### src/hw/rswt_map.svh
// register map, field positions, reset values and timing of the reset block
`ifndef RSWT_MAP_SVH
`define RSWT_MAP_SVH

// ==========================================
// i/o addresses
`define RSWT_ADDR_WDOG_RESTART 8'h21
`define RSWT_ADDR_RC_WAKE      8'h22
`define RSWT_ADDR_FREE_COUNT   8'h23
`define RSWT_ADDR_STATUS_CTRL  8'hff

// ==========================================
// status_control fields
`define RSWT_SC_RUN     0
`define RSWT_SC_SUSPEND 3
`define RSWT_SC_POR     4
`define RSWT_SC_BUSRST  5
`define RSWT_SC_WDOG    6
`define RSWT_SC_POR_VAL 8'h19
`define RSWT_SC_WMASK   8'h79

// ==========================================
// timing
`define RSWT_CLK_PS       25000
`define RSWT_TICK_NS      1000
`define RSWT_SE0_MIN_NS   8000
`define RSWT_WAKE_MAX_US  256
`define RSWT_WDOG_HOLD_US 8192
`define RSWT_WDOG_BITS    4
`define RSWT_TMR_BITS     11

`endif

### src/hw/rswt_pkg.sv
// types of the reset, suspend and watchdog timer block
package rswt_pkg;

   typedef enum logic [4:0] {
      RSWT_ST_RUN    = 5'h01,
      RSWT_ST_SUSP   = 5'h02,
      RSWT_ST_WAKE   = 5'h04,
      RSWT_ST_WDRST  = 5'h08,
      RSWT_ST_BUSRST = 5'h10
   } rswt_state_type;

   typedef struct packed {
      logic       rd;
      logic       wr;
      logic [7:0] addr;
      logic [7:0] data;
   } rswt_io_req_type;

   typedef struct packed {
      rswt_state_type st;
      logic [7:0]     status_control;
      logic           drvLow;
      logic           porWake;
      logic [5:0]     prescale;
      logic [10:0]    tmr;
      logic [3:0]     wdt;
      logic [19:0]    holdCnt;
      logic [8:0]     se0Cnt;
      logic           cextPrev;
      logic [7:0]     rdData;
      logic           irq128;
      logic           irq1ms;
      logic           cextIrq;
      logic           fetchZero;
      logic           rstPulse;
      logic           cpuHold;
      logic           oscStop;
   } rswt_regs_type;

endpackage

### src/hw/rswt_reset_suspend_timer.sv
// reset, suspend, watchdog and free-running timer control
//
// Function
// - reset causes recorded in status bits 4-6
// - run bit set at power-on, clear-only
// - fetch from zero after reset unless suspended
// - suspend stops clock, wakes on activity
// - power-on loads status 00011001, enters suspend
// - after power-on only bus activity wakes
// - watchdog: four-bit counter, msb rise resets
// - any restart write clears watchdog counter
// - watchdog advances each 1.024 ms tick
// - watchdog reset holds processor 8.192 ms
// - watchdog disables transmitter, releases rc pin
// - bus reset detected on SE0, 8-16 us
// - bus reset sets bit5, ends suspend
// - timers and watchdog off in suspend
// - fully operational within 256 us of wake
// - wake resumes at next instruction
// - wake register bit0 drives open-drain pin
// - wake register reads pin, released in reset
// - microsecond counter, low byte readable
// - counter cleared at power-on and suspend entry
// - periodic 128 us and 1.024 ms requests
// - every reset restores defaults, releases rc pin
`timescale 1ns/1ps
`include "rswt_map.svh"

module rswt_reset_suspend_timer
#(
   parameter int unsigned WAKE_CYC =
      32'((64'(`RSWT_WAKE_MAX_US) * 64'd1000000) / 64'(`RSWT_CLK_PS)),
   parameter int unsigned WDOG_HOLD_CYC =
      32'((64'(`RSWT_WDOG_HOLD_US) * 64'd1000000) / 64'(`RSWT_CLK_PS))
)
(
   // clock and power-on reset
   input  wire logic                      clk,
   input  wire logic                      resetn,
   // i/o read and write instructions
   input  wire rswt_pkg::rswt_io_req_type ioReq,
   output logic [7:0]                     ioRdData,
   // usb lines and wake sources
   input  wire logic                      dPlus,
   input  wire logic                      dMinus,
   input  wire logic                      gpioWake,
   // rc wake pin
   input  wire logic                      rcWakeIn,
   output logic                           rcWakeOut,
   output logic                           rcWakeOe,
   // processor and system control
   output logic                           cpuHold,
   output logic                           cpuRun,
   output logic                           cpuFetchZero,
   output logic                           oscStop,
   output logic                           sysResetPulse,
   output logic                           usbTxDisable,
   // periodic and wake interrupt requests
   output logic                           irq128us,
   output logic                           irq1ms,
   output logic                           irqRcWake
);
   import rswt_pkg::*;

   // ==========================================
   // derived cycle counts
   localparam logic [5:0] TICK_CYC =
      6'((`RSWT_TICK_NS * 1000) / `RSWT_CLK_PS);
   localparam logic [8:0] SE0_CYC =
      9'((`RSWT_SE0_MIN_NS * 1000 + `RSWT_CLK_PS - 1) / `RSWT_CLK_PS);
   localparam logic [19:0] WAKE_LAST = 20'(WAKE_CYC - 1);
   localparam logic [19:0] HOLD_LAST = 20'(WDOG_HOLD_CYC - 1);

   localparam rswt_regs_type POR_REGS = '{
      st:       RSWT_ST_SUSP,
      status_control:      `RSWT_SC_POR_VAL,
      porWake:  1'b1,
      // pin idles high, so no false wake edge after reset
      cextPrev: 1'b1,
      cpuHold:  1'b1,
      oscStop:  1'b1,
      default:  '0
   };

   rswt_regs_type s_q;
   rswt_regs_type s_d;

   logic se0;
   logic busActive;
   logic cextRise;
   logic usTick;
   logic tick1ms;
   logic ioOk;

   // ==========================================
   // next-state logic
   always_comb
   begin
      s_d           = s_q;
      s_d.irq128    = 1'b0;
      s_d.irq1ms    = 1'b0;
      s_d.fetchZero = 1'b0;
      s_d.rstPulse  = 1'b0;
      se0       = !dPlus && !dMinus;
      busActive = !(dMinus && !dPlus);
      cextRise  = rcWakeIn && !s_q.cextPrev;
      usTick    = 1'b0;
      tick1ms   = 1'b0;
      ioOk      = (s_q.st == RSWT_ST_RUN) && s_q.status_control[`RSWT_SC_RUN];

      s_d.cextPrev = rcWakeIn;
      s_d.cextIrq  = cextRise;

      // se0 filter, always alive like the receiver
      if (se0 && s_q.se0Cnt != SE0_CYC)
         s_d.se0Cnt = s_q.se0Cnt + 9'h001;
      else if (!se0)
         s_d.se0Cnt = 9'h000;

      // microsecond timer, frozen during suspend
      if (s_q.st != RSWT_ST_SUSP)
      begin
         if (s_q.prescale == TICK_CYC - 6'h01)
         begin
            s_d.prescale = 6'h00;
            usTick       = 1'b1;
         end
         else
            s_d.prescale = s_q.prescale + 6'h01;
      end
      if (usTick)
      begin
         s_d.tmr    = s_q.tmr + 11'h001;
         s_d.irq128 = (s_q.tmr[6:0] == 7'h7f);
         s_d.irq1ms = (s_q.tmr[9:0] == 10'h3ff);
         tick1ms    = (s_q.tmr[9:0] == 10'h3ff);
      end

      // watchdog counts only while running
      if (s_q.st == RSWT_ST_RUN && tick1ms)
         s_d.wdt = s_q.wdt + 4'h1;

      // register reads
      if (ioReq.rd)
      begin
         unique case (ioReq.addr)
            `RSWT_ADDR_STATUS_CTRL: s_d.rdData = s_q.status_control;
            `RSWT_ADDR_RC_WAKE:     s_d.rdData = {7'h00, rcWakeIn};
            `RSWT_ADDR_FREE_COUNT:  s_d.rdData = s_q.tmr[7:0];
            default:                s_d.rdData = 8'h00;
         endcase
      end

      // register writes
      if (ioReq.wr && ioOk)
      begin
         unique case (ioReq.addr)
            `RSWT_ADDR_WDOG_RESTART:
               s_d.wdt = 4'h0;
            `RSWT_ADDR_RC_WAKE:
               s_d.drvLow = !ioReq.data[0];
            `RSWT_ADDR_STATUS_CTRL:
            begin
               // reserved bits forced low
               s_d.status_control = ioReq.data & `RSWT_SC_WMASK;
               s_d.status_control[`RSWT_SC_RUN] = s_q.status_control[`RSWT_SC_RUN]
                                     & ioReq.data[`RSWT_SC_RUN];
               if (ioReq.data[`RSWT_SC_SUSPEND])
               begin
                  s_d.st       = RSWT_ST_SUSP;
                  s_d.tmr      = '0;
                  s_d.irq128   = 1'b0;
                  s_d.irq1ms   = 1'b0;
                  s_d.prescale = 6'h00;
               end
            end
            default:
               s_d.rdData = s_q.rdData;
         endcase
      end

      // state sequencing
      unique case (s_q.st)
         RSWT_ST_RUN:
            if (tick1ms && s_q.wdt == 4'h7)
            begin
               s_d.st       = RSWT_ST_WDRST;
               s_d.holdCnt  = '0;
               s_d.wdt      = 4'h0;
               s_d.status_control      = 8'h41;
               s_d.drvLow   = 1'b0;
               s_d.rstPulse = 1'b1;
            end
         RSWT_ST_SUSP:
            if (busActive || (!s_q.porWake && (gpioWake || cextRise)))
            begin
               s_d.st      = RSWT_ST_WAKE;
               s_d.holdCnt = '0;
               s_d.status_control[`RSWT_SC_SUSPEND] = 1'b0;
            end
         RSWT_ST_WAKE:
            if (s_q.holdCnt == WAKE_LAST)
            begin
               s_d.st        = RSWT_ST_RUN;
               s_d.fetchZero = s_q.porWake;
               s_d.porWake   = 1'b0;
            end
            else
               s_d.holdCnt = s_q.holdCnt + 20'h00001;
         RSWT_ST_WDRST:
            if (s_q.holdCnt == HOLD_LAST)
            begin
               s_d.st        = RSWT_ST_RUN;
               s_d.fetchZero = 1'b1;
            end
            else
               s_d.holdCnt = s_q.holdCnt + 20'h00001;
         RSWT_ST_BUSRST:
            if (!se0)
            begin
               s_d.st        = RSWT_ST_RUN;
               s_d.fetchZero = 1'b1;
            end
      endcase

      // bus reset wins over everything, also wakes from suspend
      if (s_q.se0Cnt == SE0_CYC && s_q.st != RSWT_ST_BUSRST)
      begin
         s_d.st       = RSWT_ST_BUSRST;
         s_d.wdt      = 4'h0;
         s_d.status_control      = (s_q.status_control & 8'h50) | 8'h21;
         s_d.drvLow   = 1'b0;
         s_d.porWake  = 1'b0;
         s_d.rstPulse = 1'b1;
      end

      s_d.cpuHold = (s_d.st != RSWT_ST_RUN);
      s_d.oscStop = (s_d.st == RSWT_ST_SUSP);
   end

   // ==========================================
   // state register
   always_ff @(posedge clk)
   begin
      if (!resetn)
         s_q <= POR_REGS;
      else
         s_q <= s_d;
   end

   // ==========================================
   // outputs
   assign ioRdData      = s_q.rdData;
   assign rcWakeOut     = 1'b0;
   assign rcWakeOe      = s_q.drvLow;
   assign cpuHold       = s_q.cpuHold;
   assign cpuRun        = s_q.status_control[`RSWT_SC_RUN];
   assign cpuFetchZero  = s_q.fetchZero;
   assign oscStop       = s_q.oscStop;
   assign sysResetPulse = s_q.rstPulse;
   assign usbTxDisable  = s_q.status_control[`RSWT_SC_WDOG];
   assign irq128us      = s_q.irq128;
   assign irq1ms        = s_q.irq1ms;
   assign irqRcWake     = s_q.cextIrq;

endmodule

### config.mk
export PLATFORM = sky130hd
export DESIGN_NAME = rswt_reset_suspend_timer
export DESIGN_NICKNAME = d
export VERILOG_FILES = /design/src/hw/rswt_pkg.sv /design/src/hw/rswt_reset_suspend_timer.sv
export VERILOG_INCLUDE_DIRS = /design/src /design/src/hw
export SDC_FILE = /design/constraint.sdc
export NUM_CORES = 1
export LEC_CHECK = 0
export BUFFER_PORTS_ARGS = -buffer_cell sky130_fd_sc_hd__buf_2
export CAP_MARGIN = 20
export CORE_MARGIN = 2
export CORE_UTILIZATION = 40
export DETAILED_ROUTE_END_ITERATION = 6
export SLEW_MARGIN = 20
export SYNTH_ARGS = -nofsm -noshare
export SYNTH_HDL_FRONTEND = slang
export SYNTH_SLANG_ARGS = --single-unit
### constraint.sdc
create_clock -name clk -period 4.2 [get_ports clk]
set_input_delay 0.63 -clock clk [delete_from_list [all_inputs] [get_ports clk]]
set_output_delay 0.63 -clock clk [all_outputs]
set_load 0.05 [all_outputs]
Word level (Yosys, flattened, before mapping)
Index checks and enable logic that the tools add are counted.
{"block": "totals", "register_bits": 81, "inputBits": 24, "output_inout_bits": 19, "wordCells": 129}
{"block": "op_classes", "n_addsub": 5, "n_eq_ne": 27, "mux": 50, "n_bitwise": 2, "n_reduce_logical": 25}
{"op": "20-bit one-hot mux with 4 select lines", "count": 1}
{"op": "20-bit 2-to-1 mux", "count": 3}
{"op": "17-bit 2-to-1 mux", "count": 2}
{"op": "14-bit 2-to-1 mux", "count": 2}
{"op": "5-bit 2-to-1 mux", "count": 5}
{"op": "5-bit one-hot mux with 5 select lines", "count": 1}
{"op": "8-bit by 6-bit equality test with 1-bit output (second input constant)", "count": 3}
{"op": "24-bit 2-to-1 mux", "count": 1}
{"op": "8-bit one-hot mux with 3 select lines", "count": 1}
{"op": "21-bit 2-to-1 mux", "count": 1}
{"op": "20-bit by 1-bit adder with 20-bit output (second input constant)", "count": 1}
{"op": "20-bit by 14-bit equality test with 1-bit output (second input constant)", "count": 1}
{"op": "20-bit by 19-bit equality test with 1-bit output (second input constant)", "count": 1}
{"op": "4-bit 2-to-1 mux", "count": 5}
{"op": "9-bit 2-to-1 mux", "count": 2}
{"op": "8-bit 2-to-1 mux", "count": 2}
{"op": "15-bit 2-to-1 mux", "count": 1}
{"op": "1-bit 2-to-1 mux", "count": 13}
{"op": "13-bit 2-to-1 mux", "count": 1}
{"op": "6-bit 2-to-1 mux", "count": 2}
{"op": "11-bit by 1-bit adder with 11-bit output (second input constant)", "count": 1}
{"op": "11-bit 2-to-1 mux", "count": 1}
{"op": "10-bit equality test (second input constant)", "count": 1}
{"op": "5-bit by 2-bit equality test with 1-bit output (second input constant)", "count": 2}
{"op": "other kinds (33)", "count": 55}

Longest topological paths before layout
Gate-level depths: netlist of the first run.
{"block": "logic_depth", "depth_word": 10, "depth_mapped": 9, "depth_no_buf": 8}

Worst setup path before layout of the first run
Ideal clock, no wire load.
{"block": "synth_timing", "path_kind": "register -> register", "from": "register s_q[60] in the netlist's numbering", "to": "register s_q[25] in the netlist's numbering", "setup_ns": 0.117, "t_arrival_ns": 2.142, "t_required_ns": 4.083, "slack_ns": 1.941, "path_stages_with_launch": 9, "path_buffers": 1, "synth_period_minus_slack_ns": 2.259, "path_cell_list": "dfxtp_1 ha_1 nand4bb_1 nor4_4 and4_4 o211ai_4 o21ai_1 buf_2 nor2_1"}
{"block": "synth_via", "elab_chain_cells": 7}
{"item": "start: declaration", "line_no": "rswt_reset_suspend_timer.sv:85", "source": "rswt_regs_type s_q;"}
{"item": "start signal: assignment", "line_no": "rswt_reset_suspend_timer.sv:246", "source": "s_q <= POR_REGS;"}
{"item": "start signal: assignment", "line_no": "rswt_reset_suspend_timer.sv:248", "source": "s_q <= s_d;"}
{"item": "6-bit equality test", "line_no": "rswt_reset_suspend_timer.sv:123", "source": "if (s_q.prescale == TICK_CYC - 6'h01)"}
{"item": "1-bit 2-to-1 mux", "line_no": "rswt_reset_suspend_timer.sv:123"}
{"item": "1-bit 2-to-1 mux", "line_no": "rswt_reset_suspend_timer.sv:121", "source": "if (s_q.st != RSWT_ST_SUSP)"}
{"item": "1-bit 2-to-1 mux", "line_no": "rswt_reset_suspend_timer.sv:131", "source": "if (usTick)"}
{"item": "1-bit logical AND", "line_no": "rswt_reset_suspend_timer.sv:185", "source": "if (tick1ms && s_q.wdt == 4'h7)"}
{"item": "2-bit by 1-bit inequality test with 1-bit output (no source line)"}
{"item": "5-bit AND reduction (no source line)"}
Every way passes these cells.
A chain may end at the register's enable or synchronous reset.

Worst setup path in the final report of the first run
{"block": "layout_timing", "from": "register s_q[80] in the netlist's numbering", "to": "register s_q[33] in the netlist's numbering"}
{"block": "layout_via", "elab_chain_cells": 6, "word_cells_on_any_way": 15, "cone_classes": "eq/ne: 9; mux: 3; reduce/logical: 3"}
{"item": "5-bit by 2-bit inequality test with 1-bit output", "line_no": "rswt_reset_suspend_timer.sv:121"}
{"item": "1-bit 2-to-1 mux", "line_no": "rswt_reset_suspend_timer.sv:121"}
{"item": "1-bit 2-to-1 mux", "line_no": "rswt_reset_suspend_timer.sv:131"}
{"item": "1-bit logical AND", "line_no": "rswt_reset_suspend_timer.sv:185"}
{"item": "2-bit by 1-bit inequality test with 1-bit output (no source line)"}
{"item": "5-bit AND reduction (no source line)"}
Several ways; a longest one is shown, not always the timed one.

==> results of run 1 <==
## cells by family (layout without fill, tap and decap cells)
logic type,count (synthesis),count (layout)
mux,7,7
other cells,1,1
fa+ha+maj,6,6
buf+inv,35,66
xor+xnor,27,27
compound gates,97,97
flops,80,80
simple gates,207,207
## critical path, stage by stage (launching register included)
cell      delay, ps
dfxtp_1         530
nor3_1          170
a21oi_1         630
and4_4          420
o211ai_4        210
o21ai_1         240
buf_4           240
o21ba_2         180
## metal layers
metal  wire length (µm)  share of wire (%)  track usage, %
met4                159                1.9            7.82
met2               3860                 45            25.5
met3                348                4.1            3.02
met5                  0                  0               0
met1               4200                 49            22.5
## through the flow
step,hold slack (ps),utilization (%),instances
floorplan,432,-,460
global placement,452,43.2,609
detailed placement,468,43.2,609
CTS,482,44.8,624
global route,499,44.8,624
finish,479,44.8,624
## final timing paths
kind | end | from | slack, ps
setup / recovery | s_q[33] | s_q[80] | 1460
setup reg to reg | s_q[33] | s_q[80] | 1460
hold / removal | rcWakeOe | rcWakeOe | 480
hold reg to reg | rcWakeOe | rcWakeOe | 480
## power groups by stage
stage | Clock [mW] | Sequential [mW] | Combinational [mW]
finish | 0.476 | 0.808 | 0.239
global route | 0.524 | 0.812 | 0.267
CTS | 0.497 | 0.808 | 0.240
detailed placement | 0 | 0.826 | 0.238
global placement | 0 | 0.825 | 0.235
floorplan | 0 | 0.822 | 0.205
## final cells by class
cell class                 instances  area share [%]
timing repair buffer              40            4.71
sequential                        80            36.8
clock buffer                      11            3.02
tap                              133            3.82
clock inverter                     4           0.517
multi-input combinational        345            50.2
inverter                          11           0.948
## cells in the final DEF, fill, tap and decap left out, types with 9 or more instances in the layout
| cell type | count |
|---|---|
| clkbuf_8 | 9 |
| nand2_1 | 42 |
| nand4_1 | 17 |
| nor2_1 | 52 |
| nand3_1 | 24 |
| buf_2 | 38 |
| inv_1 | 11 |
| nor3_1 | 13 |
| xnor2_1 | 12 |
| xor2_1 | 15 |
| or4_1 | 12 |
| o31ai_1 | 15 |
| a21oi_1 | 23 |
| o21ai_0 | 16 |
| dfxtp_1 | 80 |
==> results.sh, run 1 <==
export IMPL_vdd_ir_drop_max_uv=108
export IMPL_synth_top_area_share_pct=40.3
export IMPL_multiInputGateArea_mm2=0.00219
export IMPL_clk_latency_ps=350
export IMPL_post_place_ws_ps=1480
export IMPL_critPathArrivalTime_ps=2990
export IMPL_postCtsSetupBuffers=0
export IMPL_ys_types=59
export IMPL_synth_edf_count=0
export IMPL_grt_max_degree=32
export IMPL_die_y_um=104
export IMPL_end_kind="register"
export IMPL_io_buffer_count=38
export IMPL_grt_setup_unrepaired="no"
export IMPL_drcViolationCount=0
export IMPL_grt_remaining_overflow=0
export IMPL_ys_ff_latch=80
export IMPL_muxShareOfSynthArea_pct=1.76
export IMPL_synth_cell_area_mm2=0.00398
export IMPL_synthTopCellsByArea="dfxtp_1 (40%), nor2_1 (4.9%), nand2_1 (4.0%), xor2_1 (3.3%), nand3_1 (3.0%)"
export IMPL_skew_ps=6.09
export IMPL_ys_warn_count=0
export IMPL_num_fill_cells=979
export IMPL_yosys_area_top_type="dfxtp_1"
export IMPL_cts_resized=0
export IMPL_initial_core_util_pct=40.9
export IMPL_required_ps=4450
export IMPL_drv_cap=0
export IMPL_p_leak_nw=1.67
export IMPL_drt_iter0_drc=140
export IMPL_start_kind="register"
export IMPL_dpl_hpwl_mm=6.26
export IMPL_setup_viol=0
export IMPL_final_cell_area_mm2=0.00436
export IMPL_synth_simple_area_share_pct=28.1
export IMPL_wire_per_inst_um=13.7
export IMPL_drtPass1Iterations=4
export IMPL_antennaDiodeCount=0
export IMPL_intPower_mw=1.08
export IMPL_fin_setup_tns_ps=0
export IMPL_path_class="reg -> reg"
export IMPL_slew_headroom_pct=48.9
export IMPL_placed_cell_area_mm2=0.00420
export IMPL_synth_compound_area_share_pct=17.2
export IMPL_largest_reg_flops=62
export IMPL_ctsHoldBuffers=0
export IMPL_root_buffer="clkbuf_8"
export IMPL_hp_class="reg -> reg"
export IMPL_synth_ff_type="dfxtp_1"
export IMPL_rr_worst_depth=7
export IMPL_min_period_ps=2740
export IMPL_layout_worst_path_cycle_share_pct=65.1
export IMPL_clock_path_buffers=2
export IMPL_power_density_mw_per_mm2=350
export IMPL_cp_max_fo=21
export IMPL_hold_viol=0
export IMPL_syn_mean_instance_area_um2=8.65
export IMPL_synthXorXnorAreaFrac_pct=5.94
export IMPL_finalPower_mw=1.52
export IMPL_core_area_mm2=0.00973
export IMPL_synth_cells=460
export IMPL_num_vias=3404
export IMPL_synth_common_cells="dfxtp_1 (80), nor2_1 (52), nand2_1 (42)"
export IMPL_switching_power_uw=448
export IMPL_synthArstFlopShare_pct=0
export IMPL_htree_levels=3
export IMPL_num_rows=36
export IMPL_totalWireLength_mm=8.57
export IMPL_gp_congestion=0.817
export IMPL_min_delay_path_depth=2
export IMPL_groute_usage_overall_pct=16.6
export IMPL_clock_power_share_pct=31.3
export IMPL_dieArea_mm2=0.0108
export IMPL_outcome="finished, final reports clean"
export IMPL_finalMaxSlewViolations=0
export IMPL_die_width_um=104
export IMPL_clock_sinks=80
export IMPL_cts_buffers=9
export IMPL_fin_ws_ps=1460
export IMPL_cts_tree="done"
export IMPL_antenna_found_initial=0
export IMPL_grt_first_pass_wirelength_mm=14.7
export IMPL_layout_drive_gt1_share_pct=13.6
export IMPL_swShare_pct=29.4
export IMPL_yosys_area_share_adder_pct=1.89
export IMPL_ios=43
export IMPL_syn_nets=490
export IMPL_tightest_slew_ps=766
export IMPL_synth_seq_area_share_pct=40.3
export IMPL_seq_area_mm2=0.00160
export IMPL_synth_top_family_by_area="simple AND/OR/NAND/NOR gates"
export IMPL_max_freq_mhz=366
export IMPL_seqPwrFrac_pct=53.0
export IMPL_syn_to_final_growth_pct=9.50
export IMPL_ant_nets=0
export IMPL_pwr_share_comb_pct=15.7
export IMPL_synth_most_common_cell="dfxtp_1"
export IMPL_clkTransAtPathRegs_ps=70
export IMPL_viasPerCell=5.46
export IMPL_nets=517
export IMPL_grt_pass1_vias=3130
export IMPL_largest_register="s_q"
No activity file was read; power rests on OpenSTA's default activity.
==> inputs of run 2 (changes only) <==
==> constraint.sdc (replaced) <==
create_clock -name clk -period 2.2 [get_ports clk]
set_input_delay 0.33 -clock clk [delete_from_list [all_inputs] [get_ports clk]]
set_output_delay 0.33 -clock clk [all_outputs]
set_load 0.05 [all_outputs]
==> run 2 against run 1 <==
Net effect:
- the run now ends with setup timing left
- setup slack worse by 1500 ps
- flip-flop and latch count unchanged
- final area increased by 19%
- count of clock-buffer cells in the layout did not move
==> results.sh, run 2 (synthesized netlist as in run 1, its figures left out) <==
export IMPL_ios=43
export IMPL_viasPerCell=5.39
export IMPL_largest_register="s_q"
export IMPL_min_period_ps=2220
export IMPL_dieArea_mm2=0.0108
export IMPL_vdd_ir_drop_max_uv=441
export IMPL_finalMaxSlewViolations=0
export IMPL_drt_iter0_drc=159
export IMPL_htree_levels=3
export IMPL_crit_path_top_delay_cell="or4_4"
export IMPL_layout_drive_gt1_share_pct=30.1
export IMPL_path_class="reg -> reg"
export IMPL_end_kind="register"
export IMPL_clock_path_buffers=2
export IMPL_drtPass1Iterations=4
export IMPL_cp_max_fo=7
export IMPL_clock_sinks=80
export IMPL_ctsHoldBuffers=0
export IMPL_intPower_mw=2.41
export IMPL_slew_headroom_pct=64.6
export IMPL_violations="setup timing"
export IMPL_switching_power_uw=974
export IMPL_drcViolationCount=0
export IMPL_placed_cell_area_mm2=0.00476
export IMPL_required_ps=2500
export IMPL_antenna_found_initial=0
export IMPL_cts_tree="done"
export IMPL_grt_remaining_overflow=0
export IMPL_die_y_um=104
export IMPL_reg2reg_slack_ps=-20
export IMPL_final_cell_mix="buf_4 (79), dfxtp_1 (74), nor2_1 (50)"
export IMPL_ant_nets=0
export IMPL_clkTransAtPathRegs_ps=80
export IMPL_skew_ps=9.04
export IMPL_num_rows=36
export IMPL_fin_ws_ps=-16.1
export IMPL_io_buffer_count=38
export IMPL_pwr_share_comb_pct=20.1
export IMPL_clk_latency_ps=370
export IMPL_cts_buffers=9
export IMPL_tightest_slew_ps=529
export IMPL_hold_viol=0
export IMPL_p_leak_nw=2.13
export IMPL_outcome="finished with violations"
export IMPL_dpl_hpwl_mm=7.55
export IMPL_grt_pass1_vias=3693
export IMPL_final_cell_area_mm2=0.00518
export IMPL_layout_commonest_cell="buf_4"
export IMPL_grt_setup_unrepaired="yes"
export IMPL_largest_reg_flops=62
export IMPL_drv_cap=0
export IMPL_nets=597
export IMPL_wire_per_inst_um=14.5
export IMPL_syn_to_final_growth_pct=30.1
export IMPL_instances_no_fill=705
export IMPL_hp_class="in -> reg"
export IMPL_num_fill_cells=923
export IMPL_cpPeakStageDelay_ps=480
export IMPL_layout_worst_path_cycle_share_pct=101
export IMPL_groute_usage_overall_pct=19.3
export IMPL_power_density_mw_per_mm2=654
export IMPL_dp_cells=680
export IMPL_max_freq_mhz=451
export IMPL_fin_util_pct=53.2
export IMPL_die_width_um=104
export IMPL_finalPower_mw=3.39
export IMPL_clock_power_share_pct=34.4
export IMPL_critPathArrivalTime_ps=2520
export IMPL_start_kind="register"
export IMPL_grt_first_pass_wirelength_mm=16.9
export IMPL_core_area_mm2=0.00973
export IMPL_cp_top_family="simple AND/OR/NAND/NOR gates"
export IMPL_antennaDiodeCount=0
export IMPL_setup_viol=3
export IMPL_path_cells="or3_4, nor3b_4, nand4_2, a21o_4, or4_4, a21oi_2"
export IMPL_seqPwrFrac_pct=45.5
export IMPL_initial_core_util_pct=40.9
export IMPL_swShare_pct=28.7
export IMPL_path_buf_inv=0
export IMPL_root_buffer="clkbuf_8"
export IMPL_totalWireLength_mm=10.2
export IMPL_grt_max_degree=25
export IMPL_fin_hold_ws_ps=182
export IMPL_num_vias=3799
export IMPL_gp_congestion=0.864
-- run 2: cell types whose count changed in the layout (fill, tap and decap cells not counted), moves of 3 or more --
cell      before  now
buf_4          2   79
clkinv_2       3    0
dfxtp_2        0    6
dfxtp_1       80   74
-- run 2: stage by stage --
step / worst slack (ps) / TNS (ps)
after global routing: -104 / -920
after detailed placement: -73.2 / -929
after global placement: -16.6 / -122
after floorplan: -0.267 / -1.07
final: -16.1 / -23.8
after CTS: -37.3 / -192
-- run 2: layer usage --
metal	vias up	track usage, %	share of wire, %
li1	1889	-	-
met1	1831	24.0	48
met2	66	32.2	47
met3	13	4.72	3.5
met4	0	7.72	1.6
met5	-	0	0
-- run 2: repair_timing --
action / CTS / global route
hold endpoints to repair: 0 / 0
setup buffers: 5 / 4
pin swaps: 13 / 9
gates resized for setup: 10 / 20
setup endpoints to repair: 29 / 42
-- run 2: final timing paths --
| check | from | to | cells after the start |
|---|---|---|---|
| max reg2reg | s_q[77] | s_q[38] | 6 |
| min | ioReq[4] | s_q[72] | 3 |
| max | s_q[77] | s_q[38] | 6 |
| min reg2reg | rcWakeOe | rcWakeOe | 2 |
-- run 2: power groups by stage --
stage / registers (mW) / logic, mW / clock network [mW]
2_1_floorplan: 1.57 / 0.391 / 0
5_1_grt: 1.55 / 0.744 / 1.25
3_3_place_gp: 1.56 / 0.618 / 0
3_5_place_dp: 1.56 / 0.634 / 0
4_1_cts: 1.54 / 0.676 / 1.20
6_report: 1.54 / 0.681 / 1.16
-- run 2: area by class of cell --
type	count	area [µm²]	area share [%]
Multi-Input combinational cell	345	2310	44.7
Sequential cell	80	1610	31.1
Timing Repair Buffer	120	835	16.1
Tap cell	133	166	3.21
Clock buffer	11	151	2.92
Clock inverter	5	62.6	1.21
Inverter	11	41.3	0.797
-- run 2: worst reg2reg max path, stage by stage (launching register included) --
cell and delay [ps]:
dfxtp_2 360, or3_4 410, nor3b_4 280, nand4_2 190, a21o_4 300, or4_4 480, a21oi_2 150
